**src/shared/ppa_pkg.sv**
```systemverilog
// Contract
// - policy 0: precharge addressed bank on miss
// - policy 1: precharge all on miss
// - precharge all on open-page row change
// - precharge all before every refresh
// - frequency bit: 0 is 100, 1 is 133 MHz
// - frequency default sampled from strap at reset
// - lock bit written once per reset
// - lock set makes graphics select read-only
// - aperture enable 0 blocks all aperture accesses
// - select 0: devices 0,1 visible, 2 ones
// - select 1: device 1 ones, port regs zero
// - internal graphics needs smm field and select
package ppa_pkg;
  localparam logic [7:0] POLICY_REG_OFS   = 8'h50;
  localparam logic [7:0] APERTURE_REG_OFS = 8'h51;
  localparam logic [7:0] SMM_REG_OFS      = 8'h70;
  localparam int POLICY_BIT   = 3;
  localparam int FREQ_BIT     = 2;
  localparam int LOCK_BIT     = 2;
  localparam int APEN_BIT     = 1;
  localparam int GSEL_BIT     = 0;
  localparam int SMM_HI_BIT   = 7;
  localparam int SMM_LO_BIT   = 6;
  localparam logic [7:0] APERTURE_RST = 8'h00;
  localparam logic [7:0] APERTURE_WMASK = 8'h07;
  localparam logic [7:0] ALL_ONES  = 8'hff;
  localparam logic [7:0] ALL_ZEROS = 8'h00;

  typedef enum logic [2:0] {
    PPA_PRE_NONE = 3'b001,
    PPA_PRE_BANK = 3'b010,
    PPA_PRE_ALL  = 3'b100
  } ppa_pre_t;

  typedef struct packed {
    logic       page_miss;
    logic       row_change;
    logic       refresh;
    logic       page_open;
  } ppa_mem_ev_t;

  typedef struct packed {
    logic       wr;
    logic       rd;
    logic [1:0] dev;
    logic [7:0] ofs;
    logic [7:0] wdata;
  } ppa_cfg_req_t;
endpackage : ppa_pkg

```
**src/ppa_regs.sv**
```systemverilog
`timescale 1ns/1ps
`default_nettype none
module ppa_regs (
  // clock and reset
  input  wire logic                 CLOCK_I,
  input  wire logic                 RST_N_I,
  // strap pin
  input  wire logic                 FREQ_STRAP_PIN_I,
  // configuration access
  input  wire ppa_pkg::ppa_cfg_req_t CFG_REQ_I,
  input  wire logic                 CFG_PORT_REG_I,
  input  wire logic [7:0]           CFG_DEV_RDATA_I,
  output logic      [7:0]           CFG_RDATA_O,
  output logic                      CFG_DEV2_CLAIM_O,
  // memory controller events
  input  wire ppa_pkg::ppa_mem_ev_t MEM_EV_I,
  output logic                      PRECHARGE_BANK_O,
  output logic                      PRECHARGE_ALL_O,
  // aperture request
  input  wire logic                 APER_REQ_I,
  output logic                      APER_GRANT_O,
  // control levels
  output logic                      FREQ_133_O,
  output logic                      GRAPHICS_INTERNAL_O
);
  logic       strap_s1_q, strap_s2_q;
  logic [1:0] strap_vld_q;
  logic       strap_done_q, strap_done_d;
  logic [7:0] policy_q, policy_d;
  logic [7:0] aper_q, aper_d;
  logic [7:0] smm_q, smm_d;
  logic       lock_used_q, lock_used_d;
  logic [7:0] rdata_q, rdata_d;
  ppa_pkg::ppa_pre_t pre_q, pre_d;
  logic       wr_p, wr_a, wr_s, gsel, smm_on;

  assign wr_p   = CFG_REQ_I.wr && CFG_REQ_I.dev == 2'd0
                  && CFG_REQ_I.ofs == ppa_pkg::POLICY_REG_OFS;
  assign wr_a   = CFG_REQ_I.wr && CFG_REQ_I.dev == 2'd0
                  && CFG_REQ_I.ofs == ppa_pkg::APERTURE_REG_OFS;
  assign wr_s   = CFG_REQ_I.wr && CFG_REQ_I.dev == 2'd0
                  && CFG_REQ_I.ofs == ppa_pkg::SMM_REG_OFS;
  assign gsel   = aper_q[ppa_pkg::GSEL_BIT];
  assign smm_on = |smm_q[ppa_pkg::SMM_HI_BIT:ppa_pkg::SMM_LO_BIT];

  always_ff @(posedge CLOCK_I or negedge RST_N_I)
  begin
    if (!RST_N_I)
    begin
      strap_s1_q  <= 1'b0;
      strap_s2_q  <= 1'b0;
      strap_vld_q <= 2'h0;
    end
    else
    begin
      strap_s1_q  <= FREQ_STRAP_PIN_I;
      strap_s2_q  <= strap_s1_q;
      // second flop holds the pin level once both stages have filled
      strap_vld_q <= {strap_vld_q[0], 1'b1};
    end
  end

  always_comb
  begin
    strap_done_d = strap_vld_q[1];
    policy_d     = policy_q;
    aper_d       = aper_q;
    smm_d        = smm_q;
    lock_used_d  = lock_used_q;
    if (strap_vld_q[1] && !strap_done_q)
      policy_d[ppa_pkg::FREQ_BIT] = strap_s2_q;
    if (wr_p && strap_done_q)
    begin
      policy_d[ppa_pkg::POLICY_BIT] = CFG_REQ_I.wdata[ppa_pkg::POLICY_BIT];
      policy_d[ppa_pkg::FREQ_BIT]   = CFG_REQ_I.wdata[ppa_pkg::FREQ_BIT];
    end
    if (wr_s)
      smm_d = CFG_REQ_I.wdata;
    if (wr_a)
    begin
      aper_d[ppa_pkg::APEN_BIT] = CFG_REQ_I.wdata[ppa_pkg::APEN_BIT];
      if (!aper_q[ppa_pkg::LOCK_BIT])
        aper_d[ppa_pkg::GSEL_BIT] = CFG_REQ_I.wdata[ppa_pkg::GSEL_BIT];
      if (!lock_used_q)
      begin
        aper_d[ppa_pkg::LOCK_BIT] = CFG_REQ_I.wdata[ppa_pkg::LOCK_BIT];
        lock_used_d = 1'b1;
      end
      aper_d = aper_d & ppa_pkg::APERTURE_WMASK;
    end
  end

  always_comb
  begin
    rdata_d = ppa_pkg::ALL_ZEROS;
    if (CFG_REQ_I.rd)
    begin
      unique case (CFG_REQ_I.dev)
        2'd0:
        begin
          if (CFG_REQ_I.ofs == ppa_pkg::POLICY_REG_OFS)
            rdata_d = policy_q;
          else if (CFG_REQ_I.ofs == ppa_pkg::APERTURE_REG_OFS)
            rdata_d = aper_q;
          else if (CFG_REQ_I.ofs == ppa_pkg::SMM_REG_OFS)
            rdata_d = smm_q;
          else if (gsel && CFG_PORT_REG_I)
            rdata_d = ppa_pkg::ALL_ZEROS;
          else
            rdata_d = CFG_DEV_RDATA_I;
        end
        2'd1: rdata_d = gsel ? ppa_pkg::ALL_ONES : CFG_DEV_RDATA_I;
        2'd2: rdata_d = (gsel && smm_on) ? CFG_DEV_RDATA_I
                                         : ppa_pkg::ALL_ONES;
        2'd3: rdata_d = ppa_pkg::ALL_ONES;
      endcase
    end
  end

  always_comb
  begin
    pre_d = ppa_pkg::PPA_PRE_NONE;
    if (MEM_EV_I.refresh)
      pre_d = ppa_pkg::PPA_PRE_ALL;
    else if (MEM_EV_I.row_change && MEM_EV_I.page_open)
      pre_d = ppa_pkg::PPA_PRE_ALL;
    else if (MEM_EV_I.page_miss)
      pre_d = policy_q[ppa_pkg::POLICY_BIT] ? ppa_pkg::PPA_PRE_ALL
                                            : ppa_pkg::PPA_PRE_BANK;
  end

  always_ff @(posedge CLOCK_I or negedge RST_N_I)
  begin
    if (!RST_N_I)
    begin
      strap_done_q <= 1'b0;
      policy_q     <= ppa_pkg::ALL_ZEROS;
      aper_q       <= ppa_pkg::APERTURE_RST;
      smm_q        <= ppa_pkg::ALL_ZEROS;
      lock_used_q  <= 1'b0;
      rdata_q      <= ppa_pkg::ALL_ZEROS;
      pre_q        <= ppa_pkg::PPA_PRE_NONE;
    end
    else
    begin
      strap_done_q <= strap_done_d;
      policy_q     <= policy_d;
      aper_q       <= aper_d;
      smm_q        <= smm_d;
      lock_used_q  <= lock_used_d;
      rdata_q      <= rdata_d;
      pre_q        <= pre_d;
    end
  end

  assign CFG_RDATA_O         = rdata_q;
  assign CFG_DEV2_CLAIM_O    = (CFG_REQ_I.rd || CFG_REQ_I.wr)
                               && CFG_REQ_I.dev == 2'd2 && gsel && smm_on;
  assign PRECHARGE_BANK_O    = pre_q == ppa_pkg::PPA_PRE_BANK;
  assign PRECHARGE_ALL_O     = pre_q == ppa_pkg::PPA_PRE_ALL;
  assign APER_GRANT_O        = APER_REQ_I && aper_q[ppa_pkg::APEN_BIT];
  assign FREQ_133_O          = policy_q[ppa_pkg::FREQ_BIT];
  assign GRAPHICS_INTERNAL_O = gsel;
endmodule : ppa_regs
`default_nettype wire

```
**config.mk**
```make
export PLATFORM = sky130hd
export DESIGN_NAME = ppa_regs
export DESIGN_NICKNAME = d
export VERILOG_FILES = /design/src/shared/ppa_pkg.sv /design/src/ppa_regs.sv
export SDC_FILE = /design/constraint.sdc
export NUM_CORES = 1
export LEC_CHECK = 0
export ABC_AREA = 1
export BUFFER_PORTS_ARGS = -buffer_cell sky130_fd_sc_hd__buf_2
export CAP_MARGIN = 30
export CORE_MARGIN = 10
export CORE_UTILIZATION = 39
export DETAILED_ROUTE_END_ITERATION = 6
export GPL_TIMING_DRIVEN = 0
export RECOVER_POWER = 100
export SLEW_MARGIN = 10
export SYNTH_ARGS = -nofsm -noshare
export SYNTH_HDL_FRONTEND = slang
export SYNTH_SLANG_ARGS = --single-unit
```
**constraint.sdc**
```tcl
create_clock -name CLOCK_I -period 1.9 [get_ports CLOCK_I]
set_input_delay 0.38 -clock CLOCK_I [delete_from_list [all_inputs] [get_ports CLOCK_I]]
set_output_delay 0.38 -clock CLOCK_I [all_outputs]
set_load 0.1 [all_outputs]
```
==> summary.txt <==
STA
  • Worst Max-Slew Pin Slew: ~1.6 ns
  • Final Hold Fails: 0
  • Minimum clock period: around 1.8 ns
  • Final setup violation count: 0
  • RSZ-0062 raised after global routing: false
  • Relative slew slack: -0.03807
  • Final period utilization: 0.9365
  • Clk_skew: ~0.0036 ns
  • Max Clk Rate: 0.5620 GHz
  • Fin. max-slew vios: 31
  • Setup tns final: 0 ns

Clocking
  • CTS clk-pin slew, worst paths: around 0.060 ns
  • CTS HTree Levels: 2
  • CTS Hold Buffers Added: 0
  • CTS tree: done
  • Clock net sink count: 30
  • Root Driver: clkbuf_8
  • Clock latency on the worst-skew pair: roughly 0.28 ns
  • TritonCTS Buffers: 5
  • Clk buf depth: 2

Logic synthesis
  • Seq/Total Area, Yosys: 0.4663
  • Mapped Nets: around 240
  • Library cells used by synthesis: 26
  • Mapped Area: ~1600 um^2
  • Syn Inst Count: between 200 and 250
  • Synth Register Bits: 30
  • Syn. warnings: 0
  • Syn Area/Cell: slightly below 8 um^2

Job
  • Max Cap Viol: 1

Global route
  • Initial antenna violation count: 0
  • Total track usage: 0.1057
  • Total global routing overflow: 0
  • First-pass GRT wire length: 6210 um
  • Pin count of the biggest net entering global routing: 31
  • Vias in the first global route: 1,397

Drt
  • Post-route DRC: 0
  • Avg Vias per Cell: about 4.4
  • Drt total wl: 3600 um
  • Average routed wire per standard cell: 11.54 um
  • Detailed Route Iter0 Violations: 44
  • Number of routed nets with antenna violations: 0
  • Vias after detailed routing: around 1,400
  • First-pass DRT Iterations: 4

Status
  • Failing checks: capacitance limit, slew limit
  • Outcome: complete, but fails checks

Pwr
  • Total power draw: roughly 0.0015 W
  • P_leak: about 1.1 nW
  • VDD IR-drop max: slightly below 0.4 mV
  • Cell Pwr Density: approximately 740 nW/um^2

Floorplan
  • Rows: 23
  • Initial Util: 0.4032
  • Chip height: about 84 um
  • Core Box Area: roughly 4000 um^2
  • Total die area: around 7000 um^2
  • Die Wd: roughly 84 um
  • Top Ports: 51

Final layout
  • Area grow syn2layout: 23.66%
  • NumNets Final: roughly 300
  • Most common cell after layout, fill and taps aside: nand2_1
  • Leading cell types in the layout, fill and taps excluded: nand2_1, inv_1, buf_2
  • Fillers: around 430
  • Final Util: 0.4986
  • Ant. Diodes: 0
  • Share of layout cells above drive strength 1: 0.2824

Setup path
  • Worst Setup End Kind: primary output
  • Cells on worst reg2reg path: 5
  • Reg-to-reg startpoint: smm_q[7]$_DFFE_PN0P_
  • Worst-path maximum fanout: 4
  • Worst setup SP type: register
  • CP Class: register to primary output
  • End of the worst register-to-register path: CFG_RDATA_O[1]$_DFF_PN0_
  • CP arrival: roughly 1.4 ns
  • WP data required: between 1.5 and 2 ns
  • Reg2Reg Setup Slack: 0.51 ns

Placed design
  • Detailed placer's ending HPWL: around 3000 um
  • IO Port Bufs: between 40 and 50
  • Placer Congestion: between 0.7 and 0.8

Min path
  • Hold Crit Start: FREQ_STRAP_PIN_I
  • Min-delay worst type: input pin to register
  • Worst Hold Endpoint: strap_s1_q$_DFF_PN0_
  • WHS Path Cells: 1
kinds of logic (layout without fill, tap and decap cells):
kind of cell           Yosys count  after routing  share of synthesized area
multiplexers                     5              5                    0.04422
buffers and inverters           43            100                     0.1094
AND/OR/NAND/NOR                100            100                     0.2894
AO/OA/AOI/OAI                   26             26                    0.08844
flip-flops                      30             30                     0.4663
other                            1              1                   0.002325
critical path: stages, from the launching register on:
cell	delay, ns
dfrtp_2	0.39
inv_1	0.08
nor2_1	0.09
o211ai_1	0.17
nor2_4	0.11
buf_4	0.29
metrics by stage:
step	cells	worst slack (ns)	hold slack, ns	area [um^2]
2_1_floorplan	205	-0.04836	0.08441	1635
3_3_place_gp	304	0.1589	0.3322	1943
3_5_place_dp	304	0.1652	0.3362	1943
4_1_cts	312	0.1063	0.1425	2037
5_1_grt	312	0.04320	0.1882	1994
6_report	312	0.1207	0.2032	1994
metal layers:
metal  part of all wire  GRT usage
met1               0.43     0.1226
met2               0.47     0.1646
met3              0.086    0.05024
met4             0.0097    0.04110
met5                  0          0
power breakdown:
group	switching, W	internal [W]
registers	0.0000111	0.000667
logic	0.000226	0.0000691
clock network	0.000217	0.000291
flip-flops by register name, indices dropped and copies added, names as in the netlist:
name and cells:
lock_used_q 1, strap_s1_q 1, strap_vld_q 2, CFG_RDATA_O 8, smm_q 8, strap_s2_q 1
policy_q 2, pre_q 3, strap_done_q 1, aper_q 3
how the worst max path moves through the flow:
stage	from	to	slack [ns]	depth (start not counted)
finish	aper_q[0]$_DFFE_PN0P_	CFG_DEV2_CLAIM_O	0.12	5
detailed placement	CFG_REQ_I[18]	CFG_DEV2_CLAIM_O	0.17	4
global placement	CFG_REQ_I[18]	CFG_DEV2_CLAIM_O	0.16	4
global route	aper_q[0]$_DFFE_PN0P_	CFG_DEV2_CLAIM_O	0.04	5
CTS	aper_q[0]$_DFFE_PN0P_	CFG_DEV2_CLAIM_O	0.11	5
floorplan	aper_q[0]$_DFFE_PN0P_	CFG_DEV2_CLAIM_O	-0.05	4
synth_stat cells, drive strengths merged:
cell | n | share of area
buf | 2 | 0.014
o211ai | 2 | 0.0093
nand2 | 55 | 0.14
nand3b | 2 | 0.0093
nand3 | 15 | 0.050
a21oi | 8 | 0.025
clkinv | 1 | 0.0023
conb | 1 | 0.0023
clkbuf | 1 | 0.0023
dfrtp | 29 | 0.45
or2 | 5 | 0.019
o31ai | 1 | 0.0078
nor3 | 2 | 0.0062
nor2 | 21 | 0.064
dfstp | 1 | 0.016
o21ai | 15 | 0.047
inv | 39 | 0.091
mux2 | 5 | 0.044
timing repair:
item	4_1_cts	5_1_grt
setup endpoints to repair	1	0
endpoints found under the hold margin	0	0
buffers inserted	0	0
gates resized for setup	1	0
cell type report:
class,instances,area (um^2),share of cell area
Multi-Input combinational cell,132,680.7,0.3413
Buffer,3,11.26,0.005646
Timing Repair Buffer,49,245.2,0.1230
Clock inverter,1,5.005,0.002509
Sequential cell,30,753.2,0.3777
Inverter,40,150.1,0.07528
Clock buffer,7,86.33,0.04329
Tap cell,50,62.56,0.03137
Note: power is estimated with default switching activity, not from simulation.
